File: src/logic/fwp_pkg.sv
// Package for the serial memory write-protect controller
//
// Notes on behaviour
// - Write enable latch comes up cleared after reset.
// - Set-latch command sets the latch, shown as status bit 1.
// - Status write data never changes the write enable flag.
// - Chip select rise after clear-latch, status write or memory write clears latch.
// - Clear-latch command resets the latch; status then reads flag zero.
// - Status bits 0, 4, 5, 6 read zero and ignore writes.
// - Bit 7 pin enable, bits 3:2 block guard, bit 1 flag; flag resets zero, bits 7 and 3:2 reload from store.
// - Block guard bits are held in storage that survives power loss.
// - Guard 00 none, 01 3000h-3FFFh, 10 2000h-3FFFh, 11 everything.
// - With pin enable set, protect pin low blocks status writes.
// - Protect pin never blocks memory array writes.
// - Status read returns exactly one status byte on serial output.
// - Memory write takes two address bytes; top two bits ignored.
// - Each data byte goes to incremented address; 3FFFh wraps to 0000h.
// - Data shifts most significant bit first; chip select rise ends write.
// - Burst reaching protected address stops address and drops later bytes.
// - Each byte is committed once its eighth bit arrives.
// - A partially shifted byte never reaches the array.
// - Codes: set-latch 06h, clear-latch 04h, memory write 02h.
// - Codes: status read 05h, status write 01h.
// - First byte after select is the command; sample rising, drive falling.
`default_nettype none

package fwp_pkg;

    localparam int ADDR_W = 14;
    localparam int FIFO_DEPTH = 32;

    // Command codes
    localparam logic [7:0] CMD_SET_LATCH = 8'h06;
    localparam logic [7:0] CMD_CLEAR_LATCH = 8'h04;
    localparam logic [7:0] CMD_MEM_WRITE = 8'h02;
    localparam logic [7:0] CMD_STATUS_READ = 8'h05;
    localparam logic [7:0] CMD_STATUS_WRITE = 8'h01;

    // Status register fields
    localparam int ST_PIN_EN_BIT = 7;
    localparam int ST_GUARD_HI_BIT = 3;
    localparam int ST_GUARD_LO_BIT = 2;
    localparam int ST_WEL_BIT = 1;
    localparam logic [7:0] STATUS_RESET = 8'h00;

    // Protected range starts
    localparam logic [13:0] GUARD_QUARTER_BASE = 14'h3000;
    localparam logic [13:0] GUARD_HALF_BASE = 14'h2000;
    localparam logic [13:0] GUARD_ALL_BASE = 14'h0000;
    localparam logic [13:0] ADDR_LAST = 14'h3fff;
    localparam logic [13:0] ADDR_FIRST = 14'h0000;

    // Bit counter
    localparam logic [2:0] BIT_LAST = 3'h7;
    localparam logic [2:0] BIT_FIRST = 3'h0;

    typedef enum logic [2:0] {
        FWP_CMD,
        FWP_ADDR_HI,
        FWP_ADDR_LO,
        FWP_DATA,
        FWP_STATUS_WR,
        FWP_STATUS_RD,
        FWP_IGNORE
    } fwp_state_t;

    // One array write
    typedef struct packed {
        logic [13:0] addr;
        logic [7:0] data;
    } fwp_wr_t;

endpackage : fwp_pkg

`default_nettype wire

File: src/logic/fwp_fifo.sv
// Write FIFO between the serial front end and the array port
`timescale 1ns/100ps
`default_nettype none

module fwp_fifo #(
    parameter int WIDTH = 22,
    parameter int DEPTH = 32
) (
    // Clock and reset
    input wire logic clk_sys_i,
    input wire logic rst_i,
    // Fill side
    input wire logic in_valid_i,
    output logic in_ready_o,
    input wire logic [WIDTH-1:0] in_data_i,
    // Drain side
    output logic out_valid_o,
    input wire logic out_ready_i,
    output logic [WIDTH-1:0] out_data_o
);

    localparam int PW = $clog2(DEPTH);

    logic [WIDTH-1:0] mem_ff [DEPTH];
    logic [PW-1:0] wr_ptr_ff;
    logic [PW-1:0] rd_ptr_ff;
    logic [PW:0] count_ff;
    logic push;
    logic pop;

    assign in_ready_o = (count_ff != (PW+1)'(DEPTH));
    assign out_valid_o = (count_ff != '0);
    assign push = in_valid_i && in_ready_o;
    assign pop = out_valid_o && out_ready_i;
    assign out_data_o = mem_ff[rd_ptr_ff];

    // ----------------------------------------
    // Storage
    // ----------------------------------------
    always_ff @(posedge clk_sys_i)
    begin
        if (push)
        begin
            mem_ff[wr_ptr_ff] <= in_data_i;
        end
    end

    // ----------------------------------------
    // Pointers
    // ----------------------------------------
    always_ff @(posedge clk_sys_i or posedge rst_i)
    begin
        if (rst_i)
        begin
            wr_ptr_ff <= '0;
            rd_ptr_ff <= '0;
            count_ff <= '0;
        end
        else
        begin
            if (push)
            begin
                wr_ptr_ff <= (wr_ptr_ff == PW'(DEPTH-1)) ? '0 : wr_ptr_ff + 1'b1;
            end
            if (pop)
            begin
                rd_ptr_ff <= (rd_ptr_ff == PW'(DEPTH-1)) ? '0 : rd_ptr_ff + 1'b1;
            end
            count_ff <= count_ff + (PW+1)'(push) - (PW+1)'(pop);
        end
    end

endmodule // fwp_fifo

`default_nettype wire

File: src/logic/fwp_ctrl.sv
// Serial write-protect controller: latch, status register, write path
`timescale 1ns/100ps
`default_nettype none

module fwp_ctrl #(
    parameter int FIFO_DEPTH = fwp_pkg::FIFO_DEPTH
) (
    // Clock and reset
    input wire logic clk_sys_i,
    input wire logic rst_i,
    // Serial pins
    input wire logic cs_n_i,
    input wire logic sck_i,
    input wire logic si_i,
    output logic so_o,
    output logic so_oe_o,
    input wire logic wp_n_i,
    // Array write port
    output logic mem_wr_valid_o,
    input wire logic mem_wr_ready_i,
    output logic [13:0] mem_wr_addr_o,
    output logic [7:0] mem_wr_data_o,
    // Nonvolatile guard bits
    input wire logic [1:0] nv_guard_i,
    input wire logic nv_pin_en_i,
    output logic nv_store_o,
    output logic [1:0] nv_guard_o,
    output logic nv_pin_en_o,
    // Status view
    output logic [7:0] status_o
);

    // ----------------------------------------
    // Input synchronisers
    // ----------------------------------------
    logic [1:0] cs_sync_ff;
    logic [1:0] sck_sync_ff;
    logic [1:0] si_sync_ff;
    logic [1:0] wp_sync_ff;
    logic cs_d_ff;
    logic sck_d_ff;

    always_ff @(posedge clk_sys_i or posedge rst_i)
    begin
        if (rst_i)
        begin
            cs_sync_ff <= 2'h3;
            sck_sync_ff <= 2'h0;
            si_sync_ff <= 2'h0;
            wp_sync_ff <= 2'h3;
            cs_d_ff <= 1'b1;
            sck_d_ff <= 1'b0;
        end
        else
        begin
            cs_sync_ff <= {cs_sync_ff[0], cs_n_i};
            sck_sync_ff <= {sck_sync_ff[0], sck_i};
            si_sync_ff <= {si_sync_ff[0], si_i};
            wp_sync_ff <= {wp_sync_ff[0], wp_n_i};
            cs_d_ff <= cs_sync_ff[1];
            sck_d_ff <= sck_sync_ff[1];
        end
    end

    logic cs_n;
    logic cs_rise;
    logic cs_fall;
    logic sck_rise;
    logic sck_fall;
    logic sck_mode3_ff;
    logic first_rise_ff;

    assign cs_n = cs_sync_ff[1];
    assign cs_rise = cs_n && !cs_d_ff;
    assign cs_fall = !cs_n && cs_d_ff;
    assign sck_rise = !cs_n && !cs_d_ff && sck_sync_ff[1] && !sck_d_ff;
    assign sck_fall = !cs_n && !cs_d_ff && !sck_sync_ff[1] && sck_d_ff;

    // ----------------------------------------
    // Bit shifter
    // ----------------------------------------
    logic [2:0] bit_cnt_ff;
    logic [6:0] shift_ff;
    logic [7:0] rx_byte;
    logic byte_done;

    assign rx_byte = {shift_ff, si_sync_ff[1]};
    assign byte_done = sck_rise && (bit_cnt_ff == fwp_pkg::BIT_LAST);

    // Bit counter restarts at each select; partial bytes are dropped
    always_ff @(posedge clk_sys_i or posedge rst_i)
    begin
        if (rst_i)
        begin
            bit_cnt_ff <= fwp_pkg::BIT_FIRST;
            shift_ff <= 7'h00;
        end
        else if (cs_fall)
        begin
            bit_cnt_ff <= fwp_pkg::BIT_FIRST;
        end
        else if (sck_rise)
        begin
            bit_cnt_ff <= bit_cnt_ff + 3'h1;
            shift_ff <= rx_byte[6:0];
        end
    end

    // Mode 3 idle-high clock: its first falling edge is not a data edge
    always_ff @(posedge clk_sys_i or posedge rst_i)
    begin
        if (rst_i)
        begin
            sck_mode3_ff <= 1'b0;
            first_rise_ff <= 1'b0;
        end
        else if (cs_fall)
        begin
            sck_mode3_ff <= sck_sync_ff[1];
            first_rise_ff <= 1'b0;
        end
        else if (sck_rise)
        begin
            first_rise_ff <= 1'b1;
        end
    end

    // ----------------------------------------
    // Command state machine
    // ----------------------------------------
    fwp_pkg::fwp_state_t state_ff;
    logic [7:0] cmd_ff;

    always_ff @(posedge clk_sys_i or posedge rst_i)
    begin
        if (rst_i)
        begin
            state_ff <= fwp_pkg::FWP_CMD;
            cmd_ff <= 8'h00;
        end
        else if (cs_fall || cs_rise)
        begin
            state_ff <= fwp_pkg::FWP_CMD;
            cmd_ff <= 8'h00;
        end
        else if (byte_done)
        begin
            unique case (state_ff)
                fwp_pkg::FWP_CMD:
                begin
                    cmd_ff <= rx_byte;
                    unique case (rx_byte)
                        fwp_pkg::CMD_MEM_WRITE:
                            state_ff <= fwp_pkg::FWP_ADDR_HI;
                        fwp_pkg::CMD_STATUS_WRITE:
                            state_ff <= fwp_pkg::FWP_STATUS_WR;
                        fwp_pkg::CMD_STATUS_READ:
                            state_ff <= fwp_pkg::FWP_STATUS_RD;
                        default:
                            state_ff <= fwp_pkg::FWP_IGNORE;
                    endcase
                end
                fwp_pkg::FWP_ADDR_HI:
                    state_ff <= fwp_pkg::FWP_ADDR_LO;
                fwp_pkg::FWP_ADDR_LO:
                    state_ff <= fwp_pkg::FWP_DATA;
                fwp_pkg::FWP_STATUS_WR:
                    state_ff <= fwp_pkg::FWP_IGNORE;
                fwp_pkg::FWP_STATUS_RD:
                    state_ff <= fwp_pkg::FWP_IGNORE;
                fwp_pkg::FWP_DATA:
                    state_ff <= fwp_pkg::FWP_DATA;
                fwp_pkg::FWP_IGNORE:
                    state_ff <= fwp_pkg::FWP_IGNORE;
            endcase
        end
    end

    // ----------------------------------------
    // Status register and latch
    // ----------------------------------------
    logic wel_ff;
    logic pin_en_ff;
    logic [1:0] guard_ff;
    logic guard_loaded_ff;
    logic status_wr_ok;
    logic latch_clear_cmd;

    assign status_wr_ok = wel_ff && !(pin_en_ff && !wp_sync_ff[1]);
    assign latch_clear_cmd = (cmd_ff == fwp_pkg::CMD_CLEAR_LATCH)
        || (cmd_ff == fwp_pkg::CMD_STATUS_WRITE)
        || (cmd_ff == fwp_pkg::CMD_MEM_WRITE);

    always_ff @(posedge clk_sys_i or posedge rst_i)
    begin
        if (rst_i)
        begin
            wel_ff <= 1'b0;
        end
        else if (cs_rise && latch_clear_cmd)
        begin
            wel_ff <= 1'b0;
        end
        else if (byte_done && state_ff == fwp_pkg::FWP_CMD
            && rx_byte == fwp_pkg::CMD_SET_LATCH)
        begin
            wel_ff <= 1'b1;
        end
    end

    // Guard bits reload from nonvolatile store after reset
    always_ff @(posedge clk_sys_i or posedge rst_i)
    begin
        if (rst_i)
        begin
            pin_en_ff <= 1'b0;
            guard_ff <= 2'h0;
            guard_loaded_ff <= 1'b0;
        end
        else if (!guard_loaded_ff)
        begin
            pin_en_ff <= nv_pin_en_i;
            guard_ff <= nv_guard_i;
            guard_loaded_ff <= 1'b1;
        end
        else if (byte_done && state_ff == fwp_pkg::FWP_STATUS_WR
            && status_wr_ok)
        begin
            pin_en_ff <= rx_byte[fwp_pkg::ST_PIN_EN_BIT];
            guard_ff <= {rx_byte[fwp_pkg::ST_GUARD_HI_BIT],
                rx_byte[fwp_pkg::ST_GUARD_LO_BIT]};
        end
    end

    // Store strobe, one cycle, with the value just written
    always_ff @(posedge clk_sys_i or posedge rst_i)
    begin
        if (rst_i)
        begin
            nv_store_o <= 1'b0;
        end
        else
        begin
            nv_store_o <= guard_loaded_ff && byte_done
                && state_ff == fwp_pkg::FWP_STATUS_WR && status_wr_ok;
        end
    end

    assign nv_guard_o = guard_ff;
    assign nv_pin_en_o = pin_en_ff;

    // Fixed zero bits, field placement
    assign status_o = {pin_en_ff, 3'h0, guard_ff, wel_ff, 1'b0};

    // ----------------------------------------
    // Status read output
    // ----------------------------------------
    logic [7:0] tx_ff;
    logic so_oe_ff;

    always_ff @(posedge clk_sys_i or posedge rst_i)
    begin
        if (rst_i)
        begin
            tx_ff <= 8'h00;
            so_oe_ff <= 1'b0;
        end
        else if (cs_n)
        begin
            so_oe_ff <= 1'b0;
        end
        else if (byte_done && state_ff == fwp_pkg::FWP_CMD
            && rx_byte == fwp_pkg::CMD_STATUS_READ)
        begin
            tx_ff <= status_o;
            so_oe_ff <= 1'b0;
        end
        else if (sck_fall && (first_rise_ff || !sck_mode3_ff))
        begin
            if (state_ff == fwp_pkg::FWP_STATUS_RD)
            begin
                so_oe_ff <= (bit_cnt_ff == fwp_pkg::BIT_FIRST)
                    ? 1'b1 : so_oe_ff;
                tx_ff <= (bit_cnt_ff == fwp_pkg::BIT_FIRST)
                    ? tx_ff : {tx_ff[6:0], 1'b0};
            end
            else
            begin
                so_oe_ff <= 1'b0;
            end
        end
    end

    assign so_o = tx_ff[7];
    assign so_oe_o = so_oe_ff;

    // ----------------------------------------
    // Memory write path
    // ----------------------------------------
    logic [13:0] addr_ff;
    logic [5:0] addr_hi_ff;
    logic halted_ff;
    logic addr_guarded;
    logic push_valid;
    logic push_ready;
    fwp_pkg::fwp_wr_t push_word;
    fwp_pkg::fwp_wr_t pop_word;

    // Protected range by guard setting
    always_comb
    begin
        unique case (guard_ff)
            2'h0: addr_guarded = 1'b0;
            2'h1: addr_guarded = addr_ff >= fwp_pkg::GUARD_QUARTER_BASE;
            2'h2: addr_guarded = addr_ff >= fwp_pkg::GUARD_HALF_BASE;
            2'h3: addr_guarded = addr_ff >= fwp_pkg::GUARD_ALL_BASE;
        endcase
    end

    // Protect pin takes no part here
    assign push_valid = byte_done && state_ff == fwp_pkg::FWP_DATA
        && wel_ff && !halted_ff && !addr_guarded;
    assign push_word.addr = addr_ff;
    assign push_word.data = rx_byte;

    always_ff @(posedge clk_sys_i or posedge rst_i)
    begin
        if (rst_i)
        begin
            addr_ff <= fwp_pkg::ADDR_FIRST;
            addr_hi_ff <= 6'h00;
            halted_ff <= 1'b0;
        end
        else if (cs_fall)
        begin
            halted_ff <= 1'b0;
        end
        else if (byte_done)
        begin
            if (state_ff == fwp_pkg::FWP_ADDR_HI)
            begin
                addr_hi_ff <= rx_byte[5:0];
            end
            else if (state_ff == fwp_pkg::FWP_ADDR_LO)
            begin
                addr_ff <= {addr_hi_ff, rx_byte};
            end
            else if (state_ff == fwp_pkg::FWP_DATA)
            begin
                if (addr_guarded || halted_ff || !push_ready)
                begin
                    halted_ff <= 1'b1;
                end
                else
                begin
                    addr_ff <= (addr_ff == fwp_pkg::ADDR_LAST)
                        ? fwp_pkg::ADDR_FIRST : addr_ff + 14'h0001;
                end
            end
        end
    end

    fwp_fifo #(
        .WIDTH($bits(fwp_pkg::fwp_wr_t)),
        .DEPTH(FIFO_DEPTH)
    ) u_fifo (
        .clk_sys_i(clk_sys_i),
        .rst_i(rst_i),
        .in_valid_i(push_valid),
        .in_ready_o(push_ready),
        .in_data_i(push_word),
        .out_valid_o(mem_wr_valid_o),
        .out_ready_i(mem_wr_ready_i),
        .out_data_o(pop_word)
    );

    assign mem_wr_addr_o = pop_word.addr;
    assign mem_wr_data_o = pop_word.data;

endmodule // fwp_ctrl

`default_nettype wire

File: config.mk
export PLATFORM = sky130hd
export DESIGN_NAME = fwp_ctrl
export DESIGN_NICKNAME = d
export VERILOG_FILES = /design/src/logic/fwp_pkg.sv /design/src/logic/fwp_fifo.sv /design/src/logic/fwp_ctrl.sv
export SDC_FILE = /design/constraint.sdc
export NUM_CORES = 1
export LEC_CHECK = 0
export ABC_AREA = 1
export ABC_CLOCK_PERIOD_IN_PS = 8180
export BUFFER_PORTS_ARGS = -buffer_cell sky130_fd_sc_hd__buf_2
export CORE_MARGIN = 2
export CORE_UTILIZATION = 30
export CTS_CLUSTER_SIZE = 8
export DETAILED_ROUTE_END_ITERATION = 12
export GPL_TIMING_DRIVEN = 0
export PLACE_DENSITY = 0.49
export SYNTH_ARGS = -nofsm -noshare
export SYNTH_HDL_FRONTEND = slang
export SYNTH_SLANG_ARGS = --single-unit
File: constraint.sdc
create_clock -name clk_sys_i -period 8.18 [get_ports clk_sys_i]
set_input_delay 0.818 -clock clk_sys_i [delete_from_list [all_inputs] [get_ports clk_sys_i]]
set_output_delay 0.818 -clock clk_sys_i [all_outputs]
set_load 0.005 [all_outputs]
-- After elaboration in Yosys (flattened, before gate mapping)
Memory sizes are Yosys's and may differ from the RTL's.
Index checks and enable logic that the tools add are counted.
- flip-flop bits (word level): 85
- bits in latches: 0
- bits in writable memories: 704
- ROM bits: 0
- input port bits: 10
- memories kept: 1
- $add $sub $neg: 6
- multipliers: 0
- div/mod/pow operators: 0
- $lt $le $gt $ge: 3
- equal/unequal tests: 27
- shift-type cells: 0
- mux-type cells: 41
- bitwise operators: 3
- reduce and logical (&&, ||, !) cells: 66
- memories (name ; words ; bits a word ; rd ports ; clocked after memory_dff ; wr ports ; RTL line ; source):
    u_fifo.mem_ff ; 32 ; 22 ; 1 ; 0 ; 1 ; fwp_fifo.sv:24 ; logic [WIDTH-1:0] mem_ff [DEPTH];
- operator list (kind ; count):
    $mux W14 ; 4
    $mux W8 ; 7
    $ge A14 B14 Y1 const B ; 2
    $logic_and A1 B1 Y1 ; 26
    $eq A8 B3 Y1 const B ; 3
    $reduce_bool A2 Y1 ; 10
    $mux W1 ; 19
    $eq A8 B1 Y1 const B ; 2
    $eq A8 B2 Y1 const B ; 2
    $add A14 B1 Y14 const B ; 1
    $eq A14 B14 Y1 const B ; 1
    $ge A14 B1 Y1 const B ; 1
    $eq A3 B3 Y1 const B ; 4
    $mux W3 ; 4
    $pmux W3 S4 ; 1
    $add A5 B1 Y5 const B ; 2
    $eq A5 B5 Y1 const B ; 2
    $logic_not A1 Y1 ; 10
    $mux W5 ; 2
    $reduce_and A5 Y1 ; 2
    $pmux W3 S3 ; 1
    $ne A2 B2 Y1 const B ; 4
    $add A6 B1 Y6 ; 1
    $eq A3 B2 Y1 const B ; 2
    21 further kinds ; 33

-- Logic depth before layout (Yosys ltp)
Gate-level depths: netlist of the first run.
- depth after elaboration: 12
- gate-level depth with buffers: 14
- mapped depth without buffers: 14

-- Hierarchy
A second synthesis of the first run with hierarchy kept.
- cell total of the unflattened synthesis: 3581
- area, all modules: 35285.1 µm²
- modules (own cells, without submodules) (module ; times used ; cells an instance ; area each (µm²) ; sequential area each (µm²)):
    fwp_fifo ; 1 ; 3140 ; 31820.5 ; 21540.7
    fwp_ctrl ; 1 ; 441 ; 3464.6 ; 1707.9

-- Worst setup path after synthesis of the first run
No wires, ideal clock.
- path type: flip-flop to flip-flop
- start point: reg cs_sync_ff[1]
- end point: mem u_fifo.mem_ff[11][0] (enable)
- data arrival time: 2.465 ns
- slack: 5.314 ns
- cell stages (with the launch flop): 10
- path buffers: 1
- period minus slack after synthesis: 2.866 ns
- path through: dfstp_2 -> clkinv_1 -> ha_1 -> nand4_4 -> nor2_1 -> inv_1 -> nor2_4 -> buf_6 -> nand2_1 -> nor2_1
- cells in the longest elaborated chain, start to end: 12
- RTL lines (what ; RTL line ; source):
    start: declaration ; fwp_ctrl.sv:36 ; logic [1:0] cs_sync_ff;
    start signal: assignment ; fwp_ctrl.sv:56 ; cs_sync_ff <= {cs_sync_ff[0], cs_n_i};
    $logic_not A1 Y1 ; fwp_ctrl.sv:76 ; assign sck_rise = !cs_n && !cs_d_ff && sck_sync_ff[1] && !sck_d_ff;
    $logic_and A1 B1 Y1 (3 in a row) ; fwp_ctrl.sv:76 ;
    $logic_and A1 B1 Y1 ; fwp_ctrl.sv:88 ; assign byte_done = sck_rise && (bit_cnt_ff == fwp_pkg::BIT_LAST);
    $logic_and A1 B1 Y1 ; fwp_ctrl.sv:321 ; assign push_valid = byte_done && state_ff == fwp_pkg::FWP_DATA
    $logic_and A1 B1 Y1 (3 in a row) ; fwp_ctrl.sv:322 ; && wel_ff && !halted_ff && !addr_guarded;
    $logic_and A1 B1 Y1 ; fwp_fifo.sv:33 ; assign push = in_valid_i && in_ready_o;
    net u_fifo.push ; fwp_fifo.sv:28 ; logic push;
    $mux W1 ; fwp_fifo.sv:42 ; if (push)
    $mux W1 (not written as such) ; fwp_fifo.sv:44 ; mem_ff[wr_ptr_ff] <= in_data_i;
    end: declaration ; fwp_fifo.sv:24 ;
The timed path passes the listed nets, and every way through them passes these cells.

-- Worst setup path in the final report of the first run
- start point: reg u_fifo.rd_ptr_ff[2]
- end point: out mem_wr_addr_o[7]
- cells in the longest elaborated chain, start to end: 1
- RTL lines (what ; RTL line ; source):
    start: declaration ; fwp_fifo.sv:26 ; logic [PW-1:0] rd_ptr_ff;
    start signal: assignment ; fwp_fifo.sv:67 ; rd_ptr_ff <= (rd_ptr_ff == PW'(DEPTH-1)) ? '0 : rd_ptr_ff + 1'b1;
    $mem_v2 Z32 W22 ; - ;
    end: declaration ; fwp_ctrl.sv:21 ; output logic [13:0] mem_wr_addr_o,
Every way passes these cells.

==> results.yml, run 1 <==
yosys:
  yosys_most_used_dff: "edfxtp_1"
  synth_area_um2: 32900
  yosys_register_bits: 788
  yosysTopAreaCell: "edfxtp_1"
  avgSynthCellArea_um2: 11.3
  yosys-top-cells-area: "edfxtp_1, nand2_1, dfrtp_1, nor2_1, nand3_1"
  synth_edf_count: 704
  post_synth_num_cell_types: 39
  async_flop_share: 0.107
  synthCells: 2921
  ys_seq_area_frac: 0.707
  yosys_warnings: 0
  synth_top_area_share: 0.643
pwr:
  irDropWorstVdd_v: 0.000191
  p_leak_nw: 13.9
  p_per_area_nw_per_um2: 321
timing:
  setup_tns_ns: 0
  rsz0062_at_grt: "no"
  finalHoldViolCount: 0
  setup_violations: 0
  worstMarginPinSlew_ns: 1.29
  fin_crit_ns: 4.49
  slew_headroom: 0.143
  finalMaxSlewViolations: 0
  fmax_ghz: 0.223
  fin_crit_sh: 0.549
  setup_slack_ns: 3.69
  clock_skew_ns: 0.0385
placement:
  pre_cts_ws_ns: 4.44
  hpwl_mm: 69.7
  place_inst: 4405
  numPortBuffers: 42
  gp_congestion: 0.816
global_routing:
  overflow: 0
  grt_max_degree: 58
  grt_pass1_vias: 21930
  grt_pass1_wl_mm: 151
  grtUsageTotal: 0.187
  antenna_found_initial: 3
die:
  die_w_um: 335
  ios: 47
  die_area_um2: 112000
  die_h_um: 335
  rows: 121
  core_um2: 109000
  start_util: 0.302
routing:
  firstDrtPassIters: 6
  drc: 0
  vias: 22377
  totalWireLength_mm: 106
  drtIter0Drc: 2244
  avgViaCountPerCell: 4.91
  wl_per_cell_um: 23.2
  ant_nets: 0
cts:
  cts_htree_levels: 3
  clk_pin_slew_ns: 0.05
  cts_hold_buf: 0
  cts_tree: "yes"
  clock_latency_ns: 0.68
  cts.sink_count: 788
  post_cts_buffers: 0
  cts_buffers: 108
  cts_resized: 0
  cts_buffer_depth: 3
  clock-root-buffer: "clkbuf_16"
setup_path:
  crit_type: "reg2out"
  startpoint: "u_fifo.rd_ptr_ff[2]"
  reg2reg_from: "cs_sync_ff[1]"
  cp.arrival_ns: 3.67
  crit_path_max_fanout: 10
  cp.required_ns: 7.36
  cp-end-kind: "output port"
  start_kind: "flop"
cells_and_area:
  layout_common_cells: "edfxtp_1, nand2_1, nor2_1"
  multiInputGateArea_um2: 8500
  fin_cells: 4562
  nFillCells: 10657
  syn_to_final_growth_pct: 17.5
  regArea_um2: 23300
  final_common_cell: "edfxtp_1"
  utilization: 0.355
  drive_above_1_share: 0.115
  nets: 3136
job:
  maxCapViolCount: 0
worst_hold_path:
  holdCritPathClass: "in2async"
outcome:
  outcome: "finished, final reports clean"
per-stage QoR:
step	hold slack [ns]	instance area, um2	total power [W]
final	0.138	38600	0.0124
after global routing	0.156	38600	0.0129
after CTS	0.120	38600	0.0124
after detailed placement	0.337	35600	0.00831
after global placement	0.333	34900	0.00829
after floorplan	0.331	32900	0.00661
critical path, cell delays in order, from the launching register on:
cell and delay (ns):
dfrtp_1 0.35, buf_2 0.16, nand2_1 0.13, clkinv_1 0.43, clkbuf_1 0.47, nand3_1 0.24, nand2_1 0.07, a21oi_1 0.48
nand2_1 0.31, nand2_1 0.17, inv_1 0.04, buf_2 0.12
cell usage after synthesis, types with 2 or more instances:
master / instances
a21oi_1: 57
buf_1: 12
buf_2: 62
buf_4: 18
buf_6: 21
clkbuf_1: 48
clkinv_1: 3
conb_1: 2
dfrtp_1: 79
dfstp_2: 5
edfxtp_1: 704
ha_1: 24
inv_1: 104
inv_2: 6
nand2_1: 592
nand2_2: 3
nand2_4: 2
nand3_1: 305
nand3b_1: 3
nand4_1: 19
nor2_1: 498
nor2_4: 2
nor3_1: 9
nor3_2: 2
o211ai_1: 5
o21ai_0: 200
o21ai_1: 111
o22ai_1: 8
xor2_1: 7
cells by family (layout without fill, tap and decap cells):
group                      count (synthesis)  after routing  share of synthesized area
buffers and inverters                    276            498                     0.0411
adders and majority gates                 25             25                    0.00974
other                                      2              7                   0.000228
DFF                                      788            788                      0.707
and+or+nand+nor                         1439           1439                      0.181
xor gates and xnor gates                   7              7                    0.00186
AOI/OAI and AO/OA                        384            384                     0.0594
final cells by class:
cell class              instances  area share
plain buffers                 162      0.0239
inverters                     114      0.0112
clock buffers                 152      0.0764
repair buffers                 67      0.0181
diodes                          2    0.000130
flip-flops and latches        788       0.602
clock inverters                 3     0.00207
multi-input cells            1860       0.220
well taps                    1414      0.0458
per-layer routing:
layer	GRT usage	up-vias	share of wire	wire, um
met4	0.0695	0	0.038	3980
li1	-	10443	-	-
met1	0.244	11061	0.43	45400
met5	0	-	0	0
met3	0.0416	196	0.065	6890
met2	0.306	677	0.47	49600
worst paths after layout:
kind                                  endpoint  slack (ns)  depth (start not counted)
setup / recovery              mem_wr_addr_o[7]        3.69                         11
hold / removal                     nv_pin_en_o        0.14                          2
setup reg to reg           u_fifo.mem_ff[4][9]        4.75                          8
hold reg to reg                  wp_sync_ff[1]        0.34                          0
max in group asynchronous        cs_sync_ff[1]        7.37                          3
min in group clk_sys_i           cs_sync_ff[0]        0.25                          1
where the power goes:
part           switching, W  leakage, nW  internal [W]
combinational       0.00271         5.12       0.00101
sequential        0.0000831         7.31       0.00443
clock               0.00167         1.46       0.00249
sequential cells by signal, summed over array words and instances, names as in the netlist, 6 cells and up:
signal           count
u_fifo.count_ff      6
cmd_ff               8
shift_ff             7
addr_hi_ff           6
tx_ff                7
u_fifo.mem_ff      704
addr_ff             14
Power figures use the tool's default switching activity.
==> run 2: changes to the inputs <==
--- a/config.mk
+++ b/config.mk
@@ -6,7 +6,7 @@
 export NUM_CORES = 1
 export LEC_CHECK = 0
 export ABC_AREA = 1
-export ABC_CLOCK_PERIOD_IN_PS = 8180
+export ABC_CLOCK_PERIOD_IN_PS = 4500
 export BUFFER_PORTS_ARGS = -buffer_cell sky130_fd_sc_hd__buf_2
 export CORE_MARGIN = 2
 export CORE_UTILIZATION = 30
==> constraint.sdc (replaced) <==
create_clock -name clk_sys_i -period 4.5 [get_ports clk_sys_i]
set_input_delay 0.45 -clock clk_sys_i [delete_from_list [all_inputs] [get_ports clk_sys_i]]
set_output_delay 0.45 -clock clk_sys_i [all_outputs]
set_load 0.005 [all_outputs]
==> results.yml, run 2 (synthesis results as in run 1) <==
worst_hold_path:
  holdCritPathClass: "in2reg"
  hold-path-cell-count: 3
cells_and_area:
  nets: 3143
  layout_common_cells: "edfxtp_1, nand2_1, nor2_1"
  fin_cells: 4568
  drive_above_1_share: 0.115
  regMostFlops: "u_fifo.mem_ff"
  regArea_um2: 23300
  nFillCells: 10655
  largest_reg_flops: 704
  syn_to_final_growth_pct: 17.7
  final_common_cell: "edfxtp_1"
  top_regs: "u_fifo.mem_ff x704, addr_ff x14, cmd_ff x8"
  final_area_um2: 38700
  multiInputGateArea_um2: 8500
routing:
  vias: 22416
  avgViaCountPerCell: 4.91
  firstDrtPassIters: 5
  ant_nets: 0
  drc: 0
  totalWireLength_mm: 106
  wl_per_cell_um: 23.2
  drtIter0Drc: 2153
timing:
  slew_headroom: 0.154
  holdWs_ns: 0.0385
  fin_crit_sh: 0.913
  worstMarginPinSlew_ns: 1.27
  finalMaxSlewViolations: 0
  clock_skew_ns: 0.0390
  setup_slack_ns: 0.391
  rsz0062_at_grt: "no"
  fin_crit_ns: 4.11
  finalHoldViolCount: 0
  setup_violations: 0
  fmax_ghz: 0.243
placement:
  pre_cts_ws_ns: 1.04
  place_inst: 4405
  placedInstanceArea_um2: 35600
  gp_congestion: 0.816
  hpwl_mm: 69.7
  numPortBuffers: 42
global_routing:
  overflow: 0
  grt_pass1_vias: 21945
  grtUsageTotal: 0.187
  grt_max_degree: 58
  antenna_found_initial: 3
  grt_pass1_wl_mm: 152
cts:
  clk_pin_slew_ns: 0.05
  cts_hold_buf: 7
  cts_buffers: 108
  cts_resized: 0
  post_cts_buffers: 0
  cts.sink_count: 788
  cts_tree: "yes"
  clock-root-buffer: "clkbuf_16"
  cts_buffer_depth: 3
  cts_htree_levels: 3
  clock_latency_ns: 0.68
setup_path:
  cp.arrival_ns: 3.66
  crit_path_max_fanout: 10
  cpMaxStageDelayCell: "a21oi_1"
  cp-end-kind: "output port"
  cp.required_ns: 4.05
  crit_type: "reg2out"
  path_delay_family: "buffers and inverters"
  cpMostUsedCell: "nand2_1"
  reg2regPathDepth: 8
  crit_chain: "buf_2 -> nand2_1 -> clkinv_1 -> clkbuf_1 -> nand3_1 -> nand2_1 -> a21oi_1 -> nand2_1 -> nand2_1 -> inv_1 -> buf_2"
  cp_num_buf_inv: 5
  cp.depth: 11
  cp_slowest_stage_delay_ns: 0.48
  start_kind: "flop"
die:
  rows: 121
  die_area_um2: 112000
  core_um2: 109000
  ios: 47
  die_w_um: 335
  start_util: 0.302
  die_h_um: 335
outcome:
  outcome: "finished, final reports clean"
pwr:
  p_total_w: 0.0225
  irDropWorstVdd_v: 0.000348
  p_per_area_nw_per_um2: 582
  p_leak_nw: 13.9
job:
  maxCapViolCount: 0
run 2: worst min-delay path: cells and delay by family:
kind                   cells  cell delay, ns
AO/OA/AOI/OAI              1            0.08
AND/OR/NAND/NOR            1            0.05
buffers and inverters      1            0.09
run 2: routing by layer:
metal / routed length (um) / vias to the layer above / GRT usage
met4: 4080 / 4 / 0.0695
met2: 49500 / 670 / 0.306
met5: 23 / - / 0
met3: 6440 / 204 / 0.0416
met1: 45900 / 11081 / 0.244
li1: - / 10457 / -
run 2: area by class of cell:
class                      instances  share of cell area
antenna                            1           0.0000647
buffer                           162              0.0238
clock buffer                     152              0.0763
clock inverter                     3             0.00207
inverter                         114              0.0112
multi-input combinational       1860               0.220
sequential                       788               0.601
tap                             1414              0.0457
timing repair buffer              74              0.0198
run 2: worst paths after layout:
check / slack [ns] / start / to
max reg2reg: 1.06 / cs_sync_ff[1] / u_fifo.mem_ff[4][9]
min: 0.04 / nv_guard_i[0] / nv_guard_o[0]
max: 0.39 / u_fifo.rd_ptr_ff[2] / mem_wr_addr_o[7]
min in group asynchronous: 0.32 / rst_i / nv_pin_en_o
max in group asynchronous: 3.51 / rst_i / cs_sync_ff[1]
min reg2reg: 0.34 / wp_sync_ff[0] / wp_sync_ff[1]
run 2: per-stage QoR:
| step | util | setup TNS (ns) |
|---|---|---|
| final | 0.356 | 0 |
| after global placement | 0.320 | -64.00 |
| after floorplan | - | 0 |
| after detailed placement | 0.327 | 0 |
| after CTS | 0.356 | 0 |
| after global routing | 0.356 | 0 |
run 2: where the power goes:
part	switching, W	internal (W)	total [W]	leakage (nW)
clock network	0.00303	0.00452	0.00755	1.46
logic	0.00494	0.00183	0.00678	5.14
registers	0.000151	0.00805	0.00820	7.31
==> run 3: changes to the inputs <==
--- a/config.mk
+++ b/config.mk
@@ -8,12 +8,13 @@
 export ABC_AREA = 1
 export ABC_CLOCK_PERIOD_IN_PS = 4500
 export BUFFER_PORTS_ARGS = -buffer_cell sky130_fd_sc_hd__buf_2
+export CORE_ASPECT_RATIO = 1.1
 export CORE_MARGIN = 2
 export CORE_UTILIZATION = 30
 export CTS_CLUSTER_SIZE = 8
 export DETAILED_ROUTE_END_ITERATION = 12
 export GPL_TIMING_DRIVEN = 0
-export PLACE_DENSITY = 0.49
+export SLEW_MARGIN = 5
 export SYNTH_ARGS = -nofsm -noshare
 export SYNTH_HDL_FRONTEND = slang
 export SYNTH_SLANG_ARGS = --single-unit
==> results.yml, run 3 (synthesis results as in run 1) <==
outcome:
  outcome: "finished, final reports clean"
timing:
  fmax_ghz: 0.249
  fin_crit_sh: 0.892
  slew_headroom: 0.218
  finalHoldViolCount: 0
  setup_slack_ns: 0.487
  worstMarginPinSlew_ns: 1.17
  fin_crit_ns: 4.01
  finalMaxSlewViolations: 0
  holdWs_ns: 0.0306
  setup_violations: 0
  rsz0062_at_grt: "no"
  clock_skew_ns: 0.0230
die:
  core_um2: 109000
  rows: 127
  die_area_um2: 112000
  die_h_um: 351
  die_w_um: 320
  ios: 47
  start_util: 0.302
cells_and_area:
  largest_reg_flops: 704
  multiInputGateArea_um2: 8470
  nFillCells: 10581
  top_regs: "u_fifo.mem_ff x704, addr_ff x14, cmd_ff x8"
  final_common_cell: "edfxtp_1"
  drive_above_1_share: 0.117
  syn_to_final_growth_pct: 17.7
  regArea_um2: 23300
  diodes: 0
  nets: 3144
  layout_common_cells: "edfxtp_1, nand2_1, nor2_1"
  regMostFlops: "u_fifo.mem_ff"
placement:
  gp_congestion: 0.874
  pre_cts_ws_ns: 1.04
  hpwl_mm: 68.1
  numPortBuffers: 42
setup_path:
  cp-end-kind: "output port"
  start_kind: "flop"
  cpMaxStageDelayCell: "buf_2"
  path_delay_family: "buffers and inverters"
  crit_type: "reg2out"
  startpoint: "u_fifo.rd_ptr_ff[1]"
  crit_path_max_fanout: 10
  cp_num_buf_inv: 5
  cp_slowest_stage_delay_ns: 0.53
  cp.arrival_ns: 3.56
  crit_chain: "buf_2 -> buf_2 -> buf_2 -> nand3_1 -> nand3_1 -> nand2_1 -> a21oi_1 -> nand2_1 -> nand2_1 -> inv_1 -> buf_2"
  cpMostUsedCell: "buf_2"
  reg2reg_from: "cs_sync_ff[1]"
  cp.required_ns: 4.05
job:
  maxCapViolCount: 0
cts:
  post_cts_buffers: 0
  cts.sink_count: 788
  clock-root-buffer: "clkbuf_16"
  clk_pin_slew_ns: 0.05
  cts_buffers: 108
  cts_buffer_depth: 3
  clock_latency_ns: 0.67
  cts_htree_levels: 3
  cts_tree: "yes"
global_routing:
  overflow: 0
  grt_max_degree: 57
  grtUsageTotal: 0.176
  antenna_found_initial: 2
  grt_pass1_wl_mm: 146
  grt_pass1_vias: 22083
pwr:
  p_total_w: 0.0222
  irDropWorstVdd_v: 0.000325
  p_per_area_nw_per_um2: 574
  p_leak_nw: 13.9
routing:
  drtIter0Drc: 2684
  drc: 0
  totalWireLength_mm: 100
  wl_per_cell_um: 22.0
  ant_nets: 0
  vias: 22861
  firstDrtPassIters: 6
  avgViaCountPerCell: 5.01
worst_hold_path:
  min_from: "nv_pin_en_i"
  holdCritPathClass: "in2reg"
==> run 3: what timing repair did <==
| item | CTS | global route |
|---|---|---|
| hold endpoints to repair | 30 | 0 |
| gates resized for setup | 0 | 0 |
| hold buffers | 5 | 0 |
| setup endpoints to repair | 0 | 0 |
==> run 3: tightest hold or removal path, cell delays in order <==
cell      delay (ns)
buf_2           0.07
nand2_1         0.04
o211ai_1        0.08
==> run 3: path summary, 6_finish.rpt <==
check,end,slack (ns),cells after the start
hold reg to reg,si_sync_ff[1],0.34,0
setup / recovery,mem_wr_addr_o[9],0.49,11
max in group asynchronous,cs_sync_ff[0],3.50,4
hold / removal,nv_pin_en_o,0.03,3
min in group asynchronous,si_sync_ff[0],0.34,3
setup reg to reg,u_fifo.mem_ff[21][15],1.11,9
==> run 3: layer usage <==
layer,wire length (um),up-vias,GRT usage
met1,40300,11205,0.227
met3,8010,197,0.0257
met4,3610,0,0.0710
li1,-,10456,-
met2,48400,1003,0.298
met5,0,-,0
==> run 3: metrics by stage <==
stage | cell area, um2 | TNS, ns | util | cells
5_1_grt | 38700 | 0 | 0.355 | 4564
3_3_place_gp | 34900 | -15.23 | 0.320 | 4385
2_1_floorplan | 32900 | 0 | - | 2924
3_5_place_dp | 35700 | 0 | 0.328 | 4413
6_report | 38700 | 0 | 0.355 | 4564
4_1_cts | 38700 | 0 | 0.355 | 4564
==> run 3: power by group <==
| group | internal [W] | switching [W] |
|---|---|---|
| Clock | 0.00432 | 0.00298 |
| Sequential | 0.00805 | 0.000127 |
| Combinational | 0.00185 | 0.00488 |
| Total | 0.0142 | 0.00799 |
==> run 3: final cells by class <==
class                   instances  area share
flip-flops and latches        788       0.602
inverters                     114      0.0112
well taps                    1419      0.0459
clock buffers                 139      0.0731
multi-input cells            1860       0.219
repair buffers                 75      0.0226
clock inverters                 7     0.00291
plain buffers                 162      0.0238
